**src/verilog/sctp_pkg.sv**
```systemverilog
// Notes on behaviour
// - Slave bit clock may be unrelated to the core clock.
// - Master mode drives bit clock at one of five rates from command one.
// - Serial data in and out move in step with the bit clock.
// - Transmit frame sync rising edge starts capture of the first B channel.
// - Receive frame sync rising edge starts driving receive B channel data.
// - Master mode drives both frame syncs to suit the selected format.
// - Receive data pin is three-state, released outside its slots.
// - Control data output is high impedance while chip select is high.
// - Control clock may be unrelated to the bit clock.
// - Open-drain interrupt latches low on any loop status change.
// - Reading the status register clears the interrupt latch.
// - D input sampled on D clock or bit clock, chosen by command two.
// - D output is three-state, clocked like the D input.
// - D port enabled drives a 16 kHz D clock.
// - Control port works whether powered up or down.
// - Reset clears command registers and enters power down.
package sctp_pkg;
  localparam longint CORE_HZ = 20_000_000;
  localparam int NCO_W = 24;
  localparam longint NCO_ONE = 64'sd1 <<< NCO_W;
  localparam longint BCLK_HZ_256K = 256_000;
  localparam longint BCLK_HZ_512K = 512_000;
  localparam longint BCLK_HZ_1536K = 1_536_000;
  localparam longint BCLK_HZ_2048K = 2_048_000;
  localparam longint BCLK_HZ_2560K = 2_560_000;
  localparam longint DCHAN_CLOCK_HZ = 16_000;
  localparam longint FRAME_HZ = 8_000;
  // Phase increments of the clock generators
  localparam logic [NCO_W-1:0] INC_256K = NCO_W'(BCLK_HZ_256K * NCO_ONE / CORE_HZ);
  localparam logic [NCO_W-1:0] INC_512K = NCO_W'(BCLK_HZ_512K * NCO_ONE / CORE_HZ);
  localparam logic [NCO_W-1:0] INC_1536K = NCO_W'(BCLK_HZ_1536K * NCO_ONE / CORE_HZ);
  localparam logic [NCO_W-1:0] INC_2048K = NCO_W'(BCLK_HZ_2048K * NCO_ONE / CORE_HZ);
  localparam logic [NCO_W-1:0] INC_2560K = NCO_W'(BCLK_HZ_2560K * NCO_ONE / CORE_HZ);
  localparam logic [NCO_W-1:0] INC_DCHAN_CLOCK = NCO_W'(DCHAN_CLOCK_HZ * NCO_ONE / CORE_HZ);
  // Bit clock rate codes in command one
  localparam logic [2:0] RATE_256K = 3'h0;
  localparam logic [2:0] RATE_512K = 3'h1;
  localparam logic [2:0] RATE_1536K = 3'h2;
  localparam logic [2:0] RATE_2048K = 3'h3;
  localparam logic [2:0] RATE_2560K = 3'h4;
  localparam int FCNT_W = 9;
  // Command register fields and reset values
  localparam int CR1_RATE_LSB = 0;
  localparam int CR1_MASTER_BIT = 3;
  localparam int CR2_DPORT_BIT = 0;
  localparam int CR2_DCHAN_CLOCK_SEL_BIT = 1;
  localparam int CR2_D_ON_B_BIT = 2;
  localparam int CR2_PWR_UP_BIT = 3;
  localparam logic [7:0] CR1_RST = 8'h00;
  localparam logic [7:0] CR2_RST = 8'h00;
  // Control frame layout: address nibble on top, data byte at the bottom
  localparam int CP_ADDR_LSB = 12;
  localparam logic [3:0] ADDR_CR1 = 4'h1;
  localparam logic [3:0] ADDR_CR2 = 4'h2;
  localparam logic [4:0] CP_READ_BITS = 5'h08;
  localparam logic [4:0] CP_WRITE_BITS = 5'h10;
  // Slot counts per frame
  localparam int WORD_W = 18;
  localparam logic [4:0] B_SLOTS = 5'h10;
  localparam logic [4:0] BD_SLOTS = 5'h12;
  localparam logic [1:0] D_IDLE = 2'h3;

  function automatic logic [NCO_W-1:0] rate_inc(input logic [2:0] r);
    case (r)
      RATE_512K: rate_inc = INC_512K;
      RATE_1536K: rate_inc = INC_1536K;
      RATE_2048K: rate_inc = INC_2048K;
      RATE_2560K: rate_inc = INC_2560K;
      default: rate_inc = INC_256K;
    endcase
  endfunction

  function automatic logic [FCNT_W-1:0] frame_bits(input logic [2:0] r);
    case (r)
      RATE_512K: frame_bits = FCNT_W'(BCLK_HZ_512K / FRAME_HZ);
      RATE_1536K: frame_bits = FCNT_W'(BCLK_HZ_1536K / FRAME_HZ);
      RATE_2048K: frame_bits = FCNT_W'(BCLK_HZ_2048K / FRAME_HZ);
      RATE_2560K: frame_bits = FCNT_W'(BCLK_HZ_2560K / FRAME_HZ);
      default: frame_bits = FCNT_W'(BCLK_HZ_256K / FRAME_HZ);
    endcase
  endfunction
endpackage

```
**src/verilog/sctp_top.sv**
```systemverilog
`timescale 1ns/1ps
module sctp_top (
  input wire logic core_clk_i, // 20 MHz core clock
  input wire logic rstn_i, // Async reset, active low
  input wire logic ce_i, // Clock enable, freezes all state when low
  input wire logic iface_select_i, // High selects serial control mode
  input wire logic bclk_i, // Bit clock pin, input side
  output logic bclk_o, // Bit clock pin, output side
  output logic bclk_oe_o, // Bit clock drive enable
  input wire logic tx_frame_sync_i, // Transmit frame sync pin in
  output logic tx_frame_sync_o, // Transmit frame sync pin out
  output logic tx_frame_sync_oe_o, // Transmit frame sync drive enable
  input wire logic rx_frame_sync_i, // Receive frame sync pin in
  output logic rx_frame_sync_o, // Receive frame sync pin out
  output logic rx_frame_sync_oe_o, // Receive frame sync drive enable
  input wire logic tx_serial_data_in_i, // Serial B data from backplane
  output logic rx_serial_data_out_o, // Serial B data to backplane
  output logic rx_serial_data_out_oe_o, // Three-state enable
  input wire logic dchan_data_in_i, // D port data in
  output logic dchan_data_out_o, // D port data out
  output logic dchan_data_out_oe_o, // Three-state enable
  output logic dchan_clock_o, // 16 kHz D clock
  output logic dchan_clock_oe_o, // D clock drive enable
  input wire logic cs_n_i, // Control chip select, active low
  input wire logic ctrl_clock_i, // Control clock
  input wire logic ctrl_data_in_i, // Control data in
  output logic ctrl_data_out_o, // Control data out
  output logic ctrl_data_out_oe_o, // Three-state enable
  output logic irq_n_o, // Open-drain interrupt, always low level
  output logic irq_oe_o, // High while pulling interrupt low
  input wire logic [7:0] line_status_i, // Loop status, core domain
  output logic power_up_o, // Power-up command bit
  output logic [7:0] cmd_one_o, // Command register one
  output logic [7:0] cmd_two_o, // Command register two
  output logic [17:0] tx_word_o, // Captured frame word, B1 B2 D
  output logic tx_word_valid_o, // Frame word waiting
  input wire logic tx_word_ready_i, // Consumer takes frame word
  output logic tx_overrun_o, // Pulse: frame word lost, buffer full
  input wire logic [17:0] rx_word_i, // Frame word to send, B1 B2 D
  input wire logic rx_word_valid_i, // Word offered
  output logic rx_word_ready_o // Pulse: word taken at receive frame start
);
  typedef enum logic [1:0] {
    CP_IDLE = 2'b01,
    CP_SHIFT = 2'b10
  } sctp_cp_type;

  typedef struct packed {
    logic prev_bclk;
    logic prev_txfs;
    logic prev_rxfs;
    logic prev_ctrl_clock;
    logic prev_cs_n;
    logic prev_bgen;
    logic prev_dchan_clock;
    logic [sctp_pkg::NCO_W-1:0] nco_b;
    logic [sctp_pkg::NCO_W-1:0] nco_d;
    logic [sctp_pkg::FCNT_W-1:0] fcnt;
    logic fs_gen;
    logic tx_act;
    logic [4:0] tx_cnt;
    logic [17:0] tx_sh;
    logic rx_act;
    logic [4:0] rx_cnt;
    logic [17:0] rx_sh;
    logic [1:0] d_tx;
    logic [1:0] d_rx;
    logic push;
    logic [17:0] word;
    sctp_cp_type cp_st;
    logic [4:0] cp_cnt;
    logic [15:0] cp_in;
    logic [7:0] cp_out;
    logic [7:0] cr1;
    logic [7:0] cr2;
    logic [7:0] stat_prev;
    logic irq;
  } sctp_state_type;

  sctp_state_type s_reg, s_next;
  logic master;
  logic [8:0] pins;
  logic [8:0] sy;
  logic bclk_s, txfs_s, rxfs_s, bx_s, dx_s, cs_n_s, ctrl_clock_s, ci_s, sel_s;
  logic dport, dchan_clock_mode, dport_bclk, d_on_b;
  logic [4:0] nb;
  logic buf_ready;
  logic b_rise, b_fall, txfs_rise, rxfs_rise, c_rise, c_fall, cs_fall, cs_rise;
  logic tx_bit;

  // Mode decode from the command registers
  assign master = s_reg.cr1[sctp_pkg::CR1_MASTER_BIT];
  assign dport = s_reg.cr2[sctp_pkg::CR2_DPORT_BIT];
  assign dchan_clock_mode = dport && !s_reg.cr2[sctp_pkg::CR2_DCHAN_CLOCK_SEL_BIT];
  assign dport_bclk = dport && s_reg.cr2[sctp_pkg::CR2_DCHAN_CLOCK_SEL_BIT];
  assign d_on_b = !dport && s_reg.cr2[sctp_pkg::CR2_D_ON_B_BIT];
  assign nb = (d_on_b || dport_bclk) ? sctp_pkg::BD_SLOTS : sctp_pkg::B_SLOTS;

  // In master mode our own clock and syncs go through the same path as
  // external ones, so every data edge lines up with its sampled clock
  assign pins = {master ? s_reg.nco_b[sctp_pkg::NCO_W-1] : bclk_i,
                 master ? s_reg.fs_gen : tx_frame_sync_i,
                 master ? s_reg.fs_gen : rx_frame_sync_i,
                 tx_serial_data_in_i, dchan_data_in_i,
                 cs_n_i, ctrl_clock_i, ctrl_data_in_i, iface_select_i};

  // Every foreign input is resynchronised before edge detection; the reset
  // pattern matches the idle pins (chip select high, all others low) so no false edge follows
  sctp_sync #(.W(9), .RST(9'h008)) u_sync (
    .core_clk_i(core_clk_i),
    .rstn_i(rstn_i),
    .ce_i(ce_i),
    .d_i(pins),
    .q_o(sy)
  );
  assign {bclk_s, txfs_s, rxfs_s, bx_s, dx_s, cs_n_s, ctrl_clock_s, ci_s, sel_s} = sy;

  // Edge detection on synchronised levels
  assign b_rise = bclk_s && !s_reg.prev_bclk;
  assign b_fall = !bclk_s && s_reg.prev_bclk;
  assign txfs_rise = sel_s && txfs_s && !s_reg.prev_txfs;
  assign rxfs_rise = sel_s && rxfs_s && !s_reg.prev_rxfs;
  assign c_rise = ctrl_clock_s && !s_reg.prev_ctrl_clock;
  assign c_fall = !ctrl_clock_s && s_reg.prev_ctrl_clock;
  assign cs_fall = sel_s && !cs_n_s && s_reg.prev_cs_n;
  assign cs_rise = cs_n_s && !s_reg.prev_cs_n;
  assign tx_bit = (dport_bclk && s_reg.tx_cnt >= sctp_pkg::B_SLOTS) ? dx_s : bx_s;

  always_comb begin
    s_next = s_reg;
    s_next.prev_bclk = bclk_s;
    s_next.prev_txfs = txfs_s;
    s_next.prev_rxfs = rxfs_s;
    s_next.prev_ctrl_clock = ctrl_clock_s;
    s_next.prev_cs_n = cs_n_s;
    s_next.prev_bgen = s_reg.nco_b[sctp_pkg::NCO_W-1];
    s_next.prev_dchan_clock = s_reg.nco_d[sctp_pkg::NCO_W-1];
    s_next.push = 1'b0;

    // Clock generators; the bit clock rate comes from command one
    s_next.nco_b = s_reg.nco_b + sctp_pkg::rate_inc(
                   s_reg.cr1[sctp_pkg::CR1_RATE_LSB +: 3]);
    s_next.nco_d = s_reg.nco_d + sctp_pkg::INC_DCHAN_CLOCK;

    // Master frame sync: one bit clock high at the start of each 8 kHz frame
    if (s_reg.nco_b[sctp_pkg::NCO_W-1] && !s_reg.prev_bgen) begin
      if (s_reg.fcnt + 9'h001 >= sctp_pkg::frame_bits(s_reg.cr1[sctp_pkg::CR1_RATE_LSB +: 3]))
      begin
        s_next.fcnt = '0;
        s_next.fs_gen = 1'b1;
      end else begin
        s_next.fcnt = s_reg.fcnt + 9'h001;
        s_next.fs_gen = 1'b0;
      end
    end

    // Transmit: capture on bit clock falling edges after the frame sync
    if (txfs_rise) begin
      s_next.tx_act = 1'b1;
      s_next.tx_cnt = '0;
    end else if (s_reg.tx_act && b_fall) begin
      s_next.tx_sh = {s_reg.tx_sh[16:0], tx_bit};
      s_next.tx_cnt = s_reg.tx_cnt + 5'h01;
      if (s_reg.tx_cnt + 5'h01 == nb) begin
        s_next.tx_act = 1'b0;
        s_next.push = 1'b1;
        if (nb == sctp_pkg::BD_SLOTS) begin
          s_next.word = {s_reg.tx_sh[16:0], tx_bit};
        end else begin
          s_next.word = {s_reg.tx_sh[14:0], tx_bit,
                         dchan_clock_mode ? s_reg.d_tx : sctp_pkg::D_IDLE};
        end
      end
    end
    if (!sel_s) begin
      s_next.tx_act = 1'b0;
      s_next.rx_act = 1'b0;
    end

    // Receive: first bit driven from the frame sync edge, then shift on rising
    if (rxfs_rise) begin
      s_next.rx_act = 1'b1;
      s_next.rx_cnt = '0;
      s_next.rx_sh = rx_word_valid_i ? rx_word_i : '1;
      s_next.d_rx = rx_word_valid_i ? rx_word_i[1:0] : sctp_pkg::D_IDLE;
    end else if (s_reg.rx_act && b_rise) begin
      s_next.rx_sh = {s_reg.rx_sh[16:0], 1'b1};
      s_next.rx_cnt = s_reg.rx_cnt + 5'h01;
      if (s_reg.rx_cnt + 5'h01 == nb) begin
        s_next.rx_act = 1'b0;
      end
    end

    // Separate D port on its own 16 kHz clock: in on falling, out on rising
    if (s_reg.prev_dchan_clock && !s_reg.nco_d[sctp_pkg::NCO_W-1]) begin
      s_next.d_tx = {s_reg.d_tx[0], dx_s};
    end else if (!s_reg.prev_dchan_clock && s_reg.nco_d[sctp_pkg::NCO_W-1] && !rxfs_rise) begin
      s_next.d_rx = {s_reg.d_rx[0], 1'b1};
    end

    // Control port; power state does not gate it
    unique case (s_reg.cp_st)
      CP_IDLE: begin
        if (cs_fall) begin
          s_next.cp_st = CP_SHIFT;
          s_next.cp_cnt = '0;
          s_next.cp_out = line_status_i;
        end
      end
      CP_SHIFT: begin
        if (cs_rise) begin
          s_next.cp_st = CP_IDLE;
          if (s_reg.cp_cnt == sctp_pkg::CP_WRITE_BITS) begin
            if (s_reg.cp_in[sctp_pkg::CP_ADDR_LSB +: 4] == sctp_pkg::ADDR_CR1) begin
              s_next.cr1 = s_reg.cp_in[7:0];
            end else if (s_reg.cp_in[sctp_pkg::CP_ADDR_LSB +: 4] == sctp_pkg::ADDR_CR2) begin
              s_next.cr2 = s_reg.cp_in[7:0];
            end
          end
        end else if (c_rise) begin
          s_next.cp_in = {s_reg.cp_in[14:0], ci_s};
          if (s_reg.cp_cnt != 5'h1F) begin
            s_next.cp_cnt = s_reg.cp_cnt + 5'h01;
          end
        end else if (c_fall) begin
          s_next.cp_out = {s_reg.cp_out[6:0], 1'b0};
        end
      end
      default: s_next.cp_st = CP_IDLE;
    endcase

    // Interrupt latch; a new change beats a clearing status read
    s_next.stat_prev = line_status_i;
    if (line_status_i != s_reg.stat_prev) begin
      s_next.irq = 1'b1;
    end else if (s_reg.cp_st == CP_SHIFT && cs_rise &&
                 s_reg.cp_cnt >= sctp_pkg::CP_READ_BITS) begin
      s_next.irq = 1'b0;
    end
  end

  // State register; reset leaves both command registers cleared, powered down
  always_ff @(posedge core_clk_i or negedge rstn_i) begin
    if (!rstn_i) begin
      s_reg <= '0;
      s_reg.prev_cs_n <= 1'b1;
      s_reg.cp_st <= CP_IDLE;
      s_reg.cr1 <= sctp_pkg::CR1_RST;
      s_reg.cr2 <= sctp_pkg::CR2_RST;
      s_reg.d_tx <= sctp_pkg::D_IDLE;
      s_reg.d_rx <= sctp_pkg::D_IDLE;
    end else if (ce_i) begin
      s_reg <= s_next;
    end
  end

  // Frame words wait here so a slow consumer does not lose the next frame
  sctp_buf2 #(.W(sctp_pkg::WORD_W)) u_buf (
    .core_clk_i(core_clk_i),
    .rstn_i(rstn_i),
    .ce_i(ce_i),
    .in_valid_i(s_reg.push),
    .in_ready_o(buf_ready),
    .in_data_i(s_reg.word),
    .out_valid_o(tx_word_valid_o),
    .out_ready_i(tx_word_ready_i),
    .out_data_o(tx_word_o)
  );
  assign tx_overrun_o = s_reg.push && !buf_ready;

  // Pin drivers; syncs and bit clock are driven only in master mode, the D clock whenever the D port is on and the interface select is high
  assign bclk_o = s_reg.nco_b[sctp_pkg::NCO_W-1];
  assign bclk_oe_o = master && sel_s;
  assign tx_frame_sync_o = s_reg.fs_gen;
  assign tx_frame_sync_oe_o = master && sel_s;
  assign rx_frame_sync_o = s_reg.fs_gen;
  assign rx_frame_sync_oe_o = master && sel_s;
  assign rx_serial_data_out_o = s_reg.rx_sh[17];
  assign rx_serial_data_out_oe_o = s_reg.rx_act &&
                                   (s_reg.rx_cnt < sctp_pkg::B_SLOTS || d_on_b);
  assign dchan_data_out_o = dchan_clock_mode ? s_reg.d_rx[1] : s_reg.rx_sh[17];
  assign dchan_data_out_oe_o = sel_s && (dchan_clock_mode || (dport_bclk && s_reg.rx_act &&
                               s_reg.rx_cnt >= sctp_pkg::B_SLOTS));
  assign dchan_clock_o = s_reg.nco_d[sctp_pkg::NCO_W-1];
  assign dchan_clock_oe_o = dport && sel_s;
  assign ctrl_data_out_o = s_reg.cp_out[7];
  assign ctrl_data_out_oe_o = (s_reg.cp_st == CP_SHIFT) && !cs_n_s;
  assign irq_n_o = 1'b0;
  assign irq_oe_o = s_reg.irq;
  assign power_up_o = s_reg.cr2[sctp_pkg::CR2_PWR_UP_BIT];
  assign cmd_one_o = s_reg.cr1;
  assign cmd_two_o = s_reg.cr2;
  assign rx_word_ready_o = rxfs_rise && rx_word_valid_i;
endmodule

```
**src/verilog/sctp_sync.sv**
```systemverilog
`timescale 1ns/1ps
module sctp_sync #(
  parameter int W = 1,
  parameter logic [W-1:0] RST = '0
) (
  input wire logic core_clk_i, // Core clock
  input wire logic rstn_i, // Async reset, active low
  input wire logic ce_i, // Clock enable
  input wire logic [W-1:0] d_i, // Foreign-domain levels
  output logic [W-1:0] q_o // Synchronised levels
);
  typedef struct packed {
    logic [W-1:0] s1;
    logic [W-1:0] s2;
  } sctp_sync_type;
  sctp_sync_type s_reg, s_next;

  // First stage is read only by the second stage
  always_comb begin
    s_next = s_reg;
    s_next.s1 = d_i;
    s_next.s2 = s_reg.s1;
  end

  // Two stage register
  always_ff @(posedge core_clk_i or negedge rstn_i) begin
    if (!rstn_i) begin
      s_reg <= '{s1: RST, s2: RST};
    end else if (ce_i) begin
      s_reg <= s_next;
    end
  end

  assign q_o = s_reg.s2;
endmodule

```
**src/verilog/sctp_buf2.sv**
```systemverilog
`timescale 1ns/1ps
module sctp_buf2 #(
  parameter int W = 18
) (
  input wire logic core_clk_i, // Core clock
  input wire logic rstn_i, // Async reset, active low
  input wire logic ce_i, // Clock enable
  input wire logic in_valid_i, // Write offer
  output logic in_ready_o, // Space left
  input wire logic [W-1:0] in_data_i, // Write data
  output logic out_valid_o, // Word waiting
  input wire logic out_ready_i, // Reader takes word
  output logic [W-1:0] out_data_o // Oldest word, registered
);
  typedef struct packed {
    logic [1:0][W-1:0] mem;
    logic [1:0] cnt;
  } sctp_buf_type;
  sctp_buf_type s_reg, s_next;
  logic push;
  logic pop;

  // Slot 0 always holds the oldest word so the output needs no mux
  always_comb begin
    s_next = s_reg;
    push = in_valid_i && (s_reg.cnt != 2'h2);
    pop = out_ready_i && (s_reg.cnt != 2'h0);
    if (pop) begin
      s_next.mem[0] = s_reg.mem[1];
    end
    if (push) begin
      if (s_reg.cnt == 2'h0 || (s_reg.cnt == 2'h1 && pop)) begin
        s_next.mem[0] = in_data_i;
      end else begin
        s_next.mem[1] = in_data_i;
      end
    end
    if (push && !pop) begin
      s_next.cnt = s_reg.cnt + 2'h1;
    end else if (pop && !push) begin
      s_next.cnt = s_reg.cnt - 2'h1;
    end
  end

  always_ff @(posedge core_clk_i or negedge rstn_i) begin
    if (!rstn_i) begin
      s_reg <= '0;
    end else if (ce_i) begin
      s_reg <= s_next;
    end
  end

  assign in_ready_o = (s_reg.cnt != 2'h2);
  assign out_valid_o = (s_reg.cnt != 2'h0);
  assign out_data_o = s_reg.mem[0];
endmodule

```
**config.mk**
```make
export PLATFORM = sky130hd
export DESIGN_NAME = sctp_top
export DESIGN_NICKNAME = d
export VERILOG_FILES = /design/src/verilog/sctp_pkg.sv /design/src/verilog/sctp_top.sv /design/src/verilog/sctp_sync.sv /design/src/verilog/sctp_buf2.sv
export SDC_FILE = /design/constraint.sdc
export NUM_CORES = 1
export LEC_CHECK = 0
export BUFFER_PORTS_ARGS = -buffer_cell sky130_fd_sc_hd__buf_2
export CORE_ASPECT_RATIO = 1.2
export CORE_MARGIN = 1
export CORE_UTILIZATION = 55
export CTS_CLUSTER_SIZE = 30
export DETAILED_ROUTE_END_ITERATION = 10
export PLACE_DENSITY = 0.74
export SLEW_MARGIN = 20
export SYNTH_ARGS = -nofsm -noshare
export SYNTH_HDL_FRONTEND = slang
export SYNTH_SLANG_ARGS = --single-unit
export TNS_END_PERCENT = 20
```
**constraint.sdc**
```tcl
create_clock -name core_clk_i -period 7.9 [get_ports core_clk_i]
set_clock_uncertainty 0.05 [all_clocks]
set_input_delay 1.185 -clock core_clk_i [delete_from_list [all_inputs] [get_ports core_clk_i]]
set_output_delay 1.185 -clock core_clk_i [all_outputs]
set_load 0.05 [all_outputs]
```
; ---- Word-level counts from Yosys, hierarchy flattened
; Index checks and enable logic that the tools add are counted.
; W data, S select, Z words.
[word_totals]
register_bits = 248
output_inout_bits = 54
elab_cells = 203
[classes]
add_sub_neg = 8
magnitude_cmp = 5
n_eq_ne = 25
n_mux = 46
bitwise = 4
n_reduce_logical = 81
[ops]
columns = cell, n
row1 = $mux W18, 5
row2 = $pmux W22 S4, 1
row3 = $mux W24, 3
row4 = $mux W19, 3
row5 = $logic_and A1 B1 Y1, 37
row6 = $pmux W9 S4, 1
row7 = $mux W29, 1
row8 = $add A24 B14 Y24 const B, 1
row9 = $add A24 B24 Y24, 1
row10 = $mux W8, 3
row11 = $mux W21, 1
row12 = $mux W2, 9
row13 = $reduce_and A6 Y1, 3
row14 = $logic_not A1 Y1, 17
row15 = $ne A2 B2 Y1 const B, 8
row16 = $pmux W8 S2, 1
row17 = $add A5 B1 Y5 const B, 3
row18 = $reduce_and A2 Y1, 6
row19 = $reduce_and A3 Y1, 4
row20 = $reduce_bool A2 Y1, 6
row21 = $mux W1, 11
row22 = $eq A5 B5 Y1, 2
row23 = $eq A5 B5 Y1 const B, 2
row24 = $ge A5 B5 Y1 const B, 2
row25 = 28 further kinds, 38

; ---- Longest topological paths before layout
; Gate-level depths: netlist of the first run.
[logic_depth]
ltp_word = 9
mapped_depth = 16

; ---- Hierarchy
; Synthesis of the first run repeated with hierarchy kept, for this count alone.
[hier_totals]
cells_unflattened = 1144
area_unflattened_um2 = 12598.3
[modules_own_cells]
columns = mod, instances, cells_each, area_per_inst_um2
row1 = sctp_top, 1, 969, 10002.1
row2 = sctp_buf2, 1, 137, 1871.8
row3 = sctp_sync, 1, 38, 724.4

; ---- Worst setup path before layout of the first run
; Ideal clock, no wire load.
[synth_path]
path_kind = register to register
start = register s_reg (netlist bit cmd_one_o[0])
end = register s_reg[178] (netlist name)
setup_ps = 125
arrival_time_ps = 3456
setup_slack_ps = 4269
path_stages_with_launch = 16
n_path_buf = 2
period_less_slack_ps = 3631
cell_sequence = dfrtp_1 buf_6 clkbuf_8 nor3_1 nor2_1 inv_1 nor2_1 ha_1 o211ai_1 a2111oi_2 o311ai_4 a22oi_2 nor4_4 o21bai_2 xor2_1 mux2_2
[synth_via]
elab_chain_cells = 3
elab_cells_between_ends = 6
[synth_rtl]
columns = item, line
row1 = "start, declared", sctp_top.sv:80  ; sctp_state_type s_reg, s_next;
row2 = "start signal, assigned", sctp_top.sv:253  ; s_reg <= s_next;
row3 = $eq A3 B3 Y1 (tied with other cells), sctp_pkg.sv:65  ; case (r)
row4 = $pmux W22 S4 (*), sctp_pkg.sv:65
row5 = $add A24 B24 Y24 (*), sctp_top.sv:141  ; s_next.nco_b = s_reg.nco_b + sctp_pkg::rate_inc(
; Mark *: on every way between the ends. The rest lies on a longest branch, timed or not.
; A chain may end at the register's enable or synchronous reset.

; ---- Final worst setup path of the first run
; Ends and elaborated chain as after synthesis.

==> impl_metrics.toml, run 1 <==
[run_status]
status = "complete, but fails checks"
violations = "design-rule violations"

[logic_synthesis]
synth_common_cells = "dfrtp_1 (239), mux2_2 (111), nor2_1 (99)"
yosys.cell_count.top_type = "dfrtp_1"
synthArstFlopShare_pct = 100
post_synth_main_area_contributors = "dfrtp_1 (48%), mux2_2 (10%), a21oi_1 (3.5%)"
syn_area_sq_um = 12400
synth-edff-count = 0
synth.ff_latch_count = 247
synth_cell_types = 73
synth_sequential_area_ratio_pct = 49.9
yosys_warnings = 0
netlist.area_leader.share_pct = 48.2
syn_inst = 1163
yosysTopAreaCell = "dfrtp_1"
synth.net_count = 1238
ys.flop_type = "dfrtp_1"
syn-mean-instance-area_sq_um = 10.7

[routing]
totalWireLength_um = 24400
drc = 4
vias = 8680
wire_per_inst_um = 16.3
avgViaCountPerCell = 5.79
drt_pass1_iterations = 7
ant_nets = 0
drt-initial-drc-count = 520

[die]
floorplan.initialDensity_pct = 56.6
die-width_um = 139
std_cell_rows = 59
design.die.area_sq_um = 23200
coreArea_sq_um = 21900
floorplan.io_pins = 94
die-height_um = 167

[critical_path]
timing.reg2reg.worst_path_depth = 13
data_required_critical_path_ps = 8260
timing.reg2reg.setup_slack_ps = 3700
worstSetupStartpointType = "register"
worst_r2r_startpoint = "cmd_one_o[0]"
worst-setup-path-type = "register to register"
critical_path.startpoint = "cmd_one_o[0]"
worst-endpoint-arrival_ps = 4560
cp_max_fo = 17
endpoint_kind = "register"
reg2reg_to = "s_reg[178]"

[sta]
slew_viol_final = 0
final_hold_fails = 0
setup_viol = 0
setup_repair_after_global_routing_missed_its_margin = "no"
fmaxAchievable_ghz = 0.238
whs_ps = 412
relSlewSlack_pct = 38.3
period_share_pct = 53.1
fin_crit_ps = 4200
setup_tns_ps = 0
max_slew.worst_pin.slew_ps = 925

[final_layout]
antenna_cells_inserted = 0
nNetsFinal = 1282
area_growth_pct = 10.3
layout-drive-gt1-share_pct = 23.3
largest_reg_flops = 169

[power]
netSwitchingFraction_pct = 31.8
power.leakage_nw = 6.58
total_switching_power_mw = 1.26
power.clock.fraction_pct = 31.9
power.sequential.fraction_pct = 43.5
internal_power_mw = 2.70
vdd_ir_drop_max_v = 0.000189
cellPowerDensity_nw_per_um2 = 289
power.share.combinational_pct = 24.6

[placement]
hpwl_um = 16300
gpl.final_weighted_congestion = 0.923
numPortBuffers = 92

[clocking]
clock_pin_slew_reported_for_the_worst_setup_and_hold_paths_after_clock_tree_synthesis_ps = 60
cts_resized = 0
cts.hold.buffers_added = 0
worstSkewPairLatency_ps = 550
cts_htree_levels = 1
cts-root-to-sink-buffers = 3
clock_net_sink_count = 247
cts-root-buf = "clkbuf_16"
tritoncts_buffer_count = 26
cts_tree = "done"
post_cts.repair.setup_buffers = 0

[worst_hold_path]
min_from = "s_reg[154]"
min_path_type = "register to register"
whs_path_depth = 1
hold-path-endpoint = "s_reg[154]"

[flow_run]
max-cap-violations = 0

[grt]
grt_overflow_total = 0
antenna_found_initial = 0
global_route.usage.total_pct = 21.7
grt_first_pass_wirelength_um = 41700
first_global_vias = 8669
grt_start_max_net_pins = 92
## kinds of logic (layout without fill, tap and decap cells)
logic type	count (synthesis)	after routing	synth area share, %
flops	247	247	49.9
compound gates	265	265	13.2
simple gates	308	308	11.9
mux	130	130	11.6
buf+inv	114	177	5.19
other cells	1	1	0.0302
xor+xnor	61	61	4.37
fa+ha+maj	37	37	3.76
## placed cells by master, fill, tap and decap left out, drive strengths merged, types with 31 or more instances in the layout
cell    netlist  routed
a21oi        89      89
buf          53     103
clkbuf       34      31
dfrtp       239     239
ha           34      34
mux2        111     111
nand2        81      81
nor2        100     100
o21ai        63      63
o22ai        37      37
xnor2        44      44
## per-layer routing
metal | wire length [um] | global-route usage (%) | vias up
met4 | 710 | 7.87 | 0
met2 | 12200 | 37.7 | 173
met1 | 10500 | 27.9 | 4290
li1 | - | - | 4175
met3 | 941 | 2.76 | 42
met5 | 0 | 0 | -
## critical path: stages, from the launching register on
cell	delay, ps
dfrtp_1	570
nor3_1	680
nor2_1	190
inv_1	150
nor2_1	80
ha_1	350
o211ai_1	370
a2111oi_2	170
o311ai_4	370
a22oi_2	160
nor4_4	420
o21bai_2	90
xor2_1	150
mux2_2	270
## worst max path at each step
stage / end / slack, ps / depth (start not counted)
after CTS: s_reg[178] / 3730 / 13
after global placement: s_reg[178] / 3890 / 13
final: s_reg[178] / 3700 / 13
after global routing: s_reg[178] / 3340 / 13
after floorplan: s_reg[178] / 4270 / 15
after detailed placement: s_reg[178] / 3770 / 13
## power groups by stage
stage / logic, mW / clock network (mW) / registers, mW
final: 0.973 / 1.26 / 1.72
after global routing: 1.09 / 1.34 / 1.75
after CTS: 0.974 / 1.29 / 1.71
after detailed placement: 0.973 / 0 / 1.73
after global placement: 0.948 / 0 / 1.72
after floorplan: 0.782 / 0 / 1.69
## cell type report
class / count / area [sq um]
clock buffer: 31 / 709
timing repair buffer: 103 / 579
inverter: 27 / 101
tap: 274 / 343
clock inverter: 16 / 186
fill: 1750 / 8230
multi-input combinational: 802 / 5580
sequential: 247 / 6190
## metrics by stage
step	area (sq um)	setup WS (ps)	power, mW	util (%)	cells
finish	13700	3700	3.95	62.4	1500
global route	13700	3340	4.18	62.4	1500
CTS	13700	3730	3.98	62.3	1499
detailed placement	12800	3770	2.70	58.2	1452
global placement	12800	3890	2.67	58.2	1452
floorplan	12400	4270	2.48	-	1163
Note: power is estimated with default switching activity, not from simulation.
==> inputs of run 2 (changes only) <==
--- a/config.mk
+++ b/config.mk
@@ -5,6 +5,7 @@
 export SDC_FILE = /design/constraint.sdc
 export NUM_CORES = 1
 export LEC_CHECK = 0
+export ABC_AREA = 1
 export BUFFER_PORTS_ARGS = -buffer_cell sky130_fd_sc_hd__buf_2
 export CORE_ASPECT_RATIO = 1.2
 export CORE_MARGIN = 1
==> constraint.sdc (replaced) <==
create_clock -name core_clk_i -period 4 [get_ports core_clk_i]
set_clock_uncertainty 0.05 [all_clocks]
set_input_delay 0.6 -clock core_clk_i [delete_from_list [all_inputs] [get_ports core_clk_i]]
set_output_delay 0.6 -clock core_clk_i [all_outputs]
set_load 0.05 [all_outputs]
==> run 2 against run 1 <==
The flow now finishes without violations. Hold slack got worse by 360 ps. Clock power increased by 100%. Setup slack got worse by 2800 ps. Synthesized cell count increased by 34%. Sequential cell count unchanged. Global-route usage increased by 3.8 points. Via count increased by 19%. Final cell count increased by 28%. First-iteration DRC count increased by 23%. Highest routed layer unchanged.
==> impl_metrics.toml, run 2 <==
[die]
die-width_um = 142
floorplan.io_pins = 94
floorplan.initialDensity_pct = 56.8
die-height_um = 170
std_cell_rows = 60
design.die.area_sq_um = 24000
coreArea_sq_um = 22700

[final_layout]
multiInputGateArea_sq_um = 5420
antenna_cells_inserted = 0
layout_commonest_cell = "nand2_1"
nNetsFinal = 1674
most-common-layout-cells = "nand2_1 (380), dfrtp_1 (239), inv_1 (185)"
seqCellArea_sq_um = 6190
total_of_fill_cells_in_the_finished_design = 1963
layout-drive-gt1-share_pct = 13.4
area_growth_pct = 10.5
largest_reg_flops = 169

[critical_path]
data_required_critical_path_ps = 4370
crit_path_frequent_cell = "nand2_1"
endpoint_kind = "register"
cp_max_fo = 6
worst-endpoint-arrival_ps = 3440
timing.critical_path.max_delay_family = "simple AND/OR/NAND/NOR gates"
cpPeakStageDelay_ps = 410
worstSetupStartpointType = "register"
worstPathCellList = "inv_1 > nor3_1 > buf_4 > inv_1 > nand2_1 > nor2_1 > nor2_1 > ha_1 > inv_1 > o21ai_0 > nand3_1 > nand3_1 > nand2_1 > nand2_1 > nand2_1 > nand2_1 > nand2_1 > nand2_1 > nand2_1 > nand2_1 > nand2_1"
worst-path-buf-inv = 4
critPathSlowestCell = "dfrtp_1"
worst-setup-path-type = "register to register"

[flow_run]
max-cap-violations = 0

[power]
vdd_ir_drop_max_v = 0.000426
cellPowerDensity_nw_per_um2 = 644
power.total_mw = 9.17
power.leakage_nw = 6.97

[routing]
drt-initial-drc-count = 638
drc = 0
ant_nets = 0
met2_wirelength_um = 14700
avgViaCountPerCell = 5.37
detail_route.wirelength.met1_um = 12200
detailroute.wirelength.met3_um = 926
wire_per_inst_um = 15.1
vias = 10351
drt_pass1_iterations = 5
top_signal_layer_used = "met4"
totalWireLength_um = 29100

[placement]
numPortBuffers = 92
hpwl_um = 20000
gpl.final_weighted_congestion = 0.890
detailedPlace.worstSlack_ps = 983

[clocking]
worstSkewPairLatency_ps = 530
clock_pin_slew_reported_for_the_worst_setup_and_hold_paths_after_clock_tree_synthesis_ps = 60
cts_tree = "done"
cts_resized = 0
cts.hold.buffers_added = 0
clock_net_sink_count = 247
post_cts.repair.setup_buffers = 0
cts_htree_levels = 1
tritoncts_buffer_count = 26
cts-root-buf = "clkbuf_16"
cts-root-to-sink-buffers = 3

[logic_synthesis]
ys.flop_type = "dfrtp_1"
yosysTopAreaCell = "dfrtp_1"
yosys.cell_count.top_type = "nand2_1"
synth.net_count = 1633
synth_sequential_area_ratio_pct = 48.1
synthArstFlopShare_pct = 100
syn_inst = 1558
synth.ff_latch_count = 247
synth_common_cells = "nand2_1 (380), dfrtp_1 (239), inv_1 (186)"
syn_area_sq_um = 12900
yosys_warnings = 0
post_synth_main_area_contributors = "dfrtp_1 (46%), nand2_1 (11%), o21ai_0 (7.0%)"
synth_cell_types = 56
syn-mean-instance-area_sq_um = 8.27
synth-edff-count = 0
netlist.area_leader.share_pct = 46.4

[sta]
fin_crit_ps = 3070
period_share_pct = 76.8
relSlewSlack_pct = 43.4
setup_slack_ps = 930
setup_tns_ps = 0
fmaxAchievable_ghz = 0.326
whs_ps = 56.1
final_hold_fails = 0
max_slew.worst_pin.slew_ps = 846
setup_viol = 0
setup_repair_after_global_routing_missed_its_margin = "no"
slew_viol_final = 0

[grt]
grt_first_pass_wirelength_um = 49700
grt_start_max_net_pins = 97
global_route.usage.total_pct = 25.5
grt_overflow_total = 0
antenna_found_initial = 0
first_global_vias = 10436

[run_status]
status = "finished, final reports clean"

[worst_hold_path]
min_path_type = "primary input to async pin"
-- run 2: metrics by stage --
stage | util (%) | instance area (sq um) | cells
floorplan | - | 12900 | 1558
global placement | 58.8 | 13300 | 1881
detailed placement | 58.8 | 13300 | 1881
CTS | 62.8 | 14200 | 1927
global route | 62.8 | 14200 | 1927
finish | 62.8 | 14200 | 1927
-- run 2: report_power, final --
part	internal (mW)	leakage, nW	switching, mW
sequential	3.21	3.03	0.478
combinational	0.951	3.50	2.00
clock	1.57	0.450	0.966
-- run 2: final timing paths --
check	to	from	slack (ps)	cells after the start
setup reg to reg	s_reg[183]	cmd_one_o[2]	930	21
hold / removal	s_reg[86]	rstn_i	60	1
setup / recovery	s_reg[183]	cmd_one_o[2]	930	21
min in group core_clk_i	u_sync.s_next[3]	cs_n_i	230	3
max in group asynchronous	s_reg[78]	rstn_i	2900	2
hold reg to reg	u_sync.s_next[3]	u_sync.s_next[3]	410	2
-- run 2: area by class of cell --
cell class / instances / area share [%]
Sequential cell: 247 / 43.5
Inverter: 197 / 5.23
Tap cell: 310 / 2.73
Multi-Input combinational cell: 1024 / 38.1
Clock buffer: 40 / 5.65
Clock inverter: 6 / 0.739
Timing Repair Buffer: 103 / 4.08
-- run 2: cell families after synthesis --
kind of cell	share of synthesized area, %
compound gates	14.8
xor+xnor	3.67
fa+ha+maj	3.46
buf+inv	9.92
flops	48.1
mux	0.515
other cells	0.0291
simple gates	19.6
-- run 2: worst register-to-register path, delay by kind of cell (launching register included) --
family                   cells  cell delay [ps]
AND/OR/NAND/NOR             15             1420
buffers and inverters        4              490
flip-flops                   1              410
adder cells (fa/ha/maj)      1              340
AO/OA/AOI/OAI                1              240
-- run 2: layer usage --
layer / GRT usage, % / vias up
li1: - / 5069
met1: 31.5 / 4983
met2: 44.9 / 217
met3: 2.65 / 82
met4: 11.9 / 0
met5: 0 / -
==> inputs of run 3 (changes only) <==
==> constraint.sdc (replaced) <==
create_clock -name core_clk_i -period 3.1 [get_ports core_clk_i]
set_clock_uncertainty 0.05 [all_clocks]
set_input_delay 0.465 -clock core_clk_i [delete_from_list [all_inputs] [get_ports core_clk_i]]
set_output_delay 0.465 -clock core_clk_i [all_outputs]
set_load 0.05 [all_outputs]
==> run 3 against run 2 <==
Power increased by 28%. Core utilization grew 0.31 points. Count of clock-buffer cells in the layout decreased by 6. Wire length fell by 1.1%. Hold slack improved by 36 ps. Setup slack lost 630 ps. Maximum frequency increased by 9.7%. Largest power group unchanged.
==> impl_metrics.toml, run 3 (synthesized netlist as in run 2, its figures left out) <==
[clocking]
cts-root-buf = "clkbuf_16"
cts_htree_levels = 1
worstSkewPairLatency_ps = 530
tritoncts_buffer_count = 27
cts-root-to-sink-buffers = 3
clock_pin_slew_reported_for_the_worst_setup_and_hold_paths_after_clock_tree_synthesis_ps = 60
clock_net_sink_count = 247
cts_tree = "done"

[sta]
fin_crit_ps = 2800
whs_ps = 92.2
setup_viol = 0
period_share_pct = 90.3
setup_slack_ps = 302
setup_repair_after_global_routing_missed_its_margin = "no"
relSlewSlack_pct = 49.8
fmaxAchievable_ghz = 0.357
slew_viol_final = 0
setup_tns_ps = 0
final_hold_fails = 0
max_slew.worst_pin.slew_ps = 749

[critical_path]
worst-endpoint-arrival_ps = 3170
critPathSlowestCell = "dfrtp_1"
worstPathCellList = "inv_2 > nand3_2 > nand2_2 > nor2_1 > inv_1 > ha_1 > inv_1 > o21ai_0 > a21oi_1 > o21ai_0 > a21oi_1 > nand2_1 > nand2_1 > nand2_1 > nand2_1"
cp_max_fo = 6
timing.critical_path.max_delay_family = "simple AND/OR/NAND/NOR gates"
data_required_critical_path_ps = 3470
endpoint_kind = "register"
worst-setup-path-type = "register to register"
cpPeakStageDelay_ps = 420
worstSetupStartpointType = "register"
crit_path_frequent_cell = "nand2_1"
worst-path-buf-inv = 3

[grt]
antenna_found_initial = 0
grt_first_pass_wirelength_um = 48100
first_global_vias = 9921
global_route.usage.total_pct = 24.8
grt_start_max_net_pins = 90
grt_overflow_total = 0

[power]
power.total_mw = 11.8
power.sequential.fraction_pct = 40.5
power.share.combinational_pct = 32.6
power.clock.fraction_pct = 27.0
vdd_ir_drop_max_v = 0.000682
total_switching_power_mw = 4.52
netSwitchingFraction_pct = 38.4
power.leakage_nw = 7.00
cellPowerDensity_nw_per_um2 = 822
internal_power_mw = 7.24

[final_layout]
final_util_pct = 63.1
area_growth_pct = 11.0
nNetsFinal = 1681
multiInputGateArea_sq_um = 5440
seqCellArea_sq_um = 6190
largest_reg_flops = 169
layout_commonest_cell = "nand2_1"
most-common-layout-cells = "nand2_1 (379), dfrtp_1 (237), inv_1 (183)"
total_of_fill_cells_in_the_finished_design = 1973
antenna_cells_inserted = 0
layout-drive-gt1-share_pct = 14.3

[routing]
avgViaCountPerCell = 5.26
wire_per_inst_um = 14.9
vias = 10178
drt-initial-drc-count = 520
totalWireLength_um = 28800
drt_pass1_iterations = 5
ant_nets = 0
drc = 0

[flow_run]
max-cap-violations = 0

[placement]
hpwl_um = 20300
detailedPlace.worstSlack_ps = 164
gpl.final_weighted_congestion = 0.927
numPortBuffers = 92

[die]
floorplan.io_pins = 94
std_cell_rows = 60
die-width_um = 142
die-height_um = 170
floorplan.initialDensity_pct = 56.8
coreArea_sq_um = 22700
design.die.area_sq_um = 24000

[run_status]
status = "finished, final reports clean"

[worst_hold_path]
min_path_type = "primary input to register"
[run 3: metrics by stage]
step                      std cells  area (sq um)
after floorplan                1558         12900
after global placement         1886         13400
after detailed placement       1886         13400
after CTS                      1936         14300
after global routing           1936         14300
final                          1936         14300
[run 3: final timing paths]
check / start / endpoint / slack (ps) / depth (start not counted)
worst max-delay path: cmd_one_o[2] / s_reg[183] / 300 / 15
worst min-delay path: tx_serial_data_in_i / u_sync.s_next[5] / 90 / 3
worst max register to register: cmd_one_o[2] / s_reg[183] / 300 / 15
worst min register to register: s_reg[139] / s_reg[139] / 420 / 1
max in group asynchronous: rstn_i / s_reg[187] / 1700 / 3
min in group asynchronous: rstn_i / s_reg[85] / 480 / 2
[run 3: layer usage]
layer | wire length, um | GRT usage [%] | vias to the layer above
met5 | 0 | 0 | -
met4 | 863 | 9.68 | 0
met3 | 928 | 2.45 | 56
met2 | 14700 | 43.2 | 174
met1 | 12300 | 31.7 | 4864
li1 | - | - | 5084
[run 3: final cells by class]
cell class	instances	share of cell area, %
flip-flops and latches	247	43.3
multi-input cells	1024	38.1
inverters	197	5.21
clock buffers	34	5.12
repair buffers	109	4.57
well taps	310	2.71
clock inverters	15	1.03
[run 3: power groups by stage]
stage          sequential, mW  clock [mW]  combinational, mW
3_5_place_dp             4.78           0               3.81
6_report                 4.75        3.17               3.83
2_1_floorplan            4.68           0               3.08
4_1_cts                  4.75        3.23               3.83
3_3_place_gp             4.77           0               3.74
5_1_grt                  4.85        3.36               4.32
[run 3: tightest hold or removal path, cell delays in order]
cell and delay, ps:
buf_2 80, nand2_1 40, nand2_1 50
[run 3: what timing repair did]
| action | in CTS | in global routing |
|---|---|---|
| hold endpoints to repair | 83 | 0 |
| setup endpoints to repair | 0 | 10 |
| hold buffers | 1 | 0 |
| buffers inserted | 0 | 0 |
| gates resized for setup | 0 | 10 |
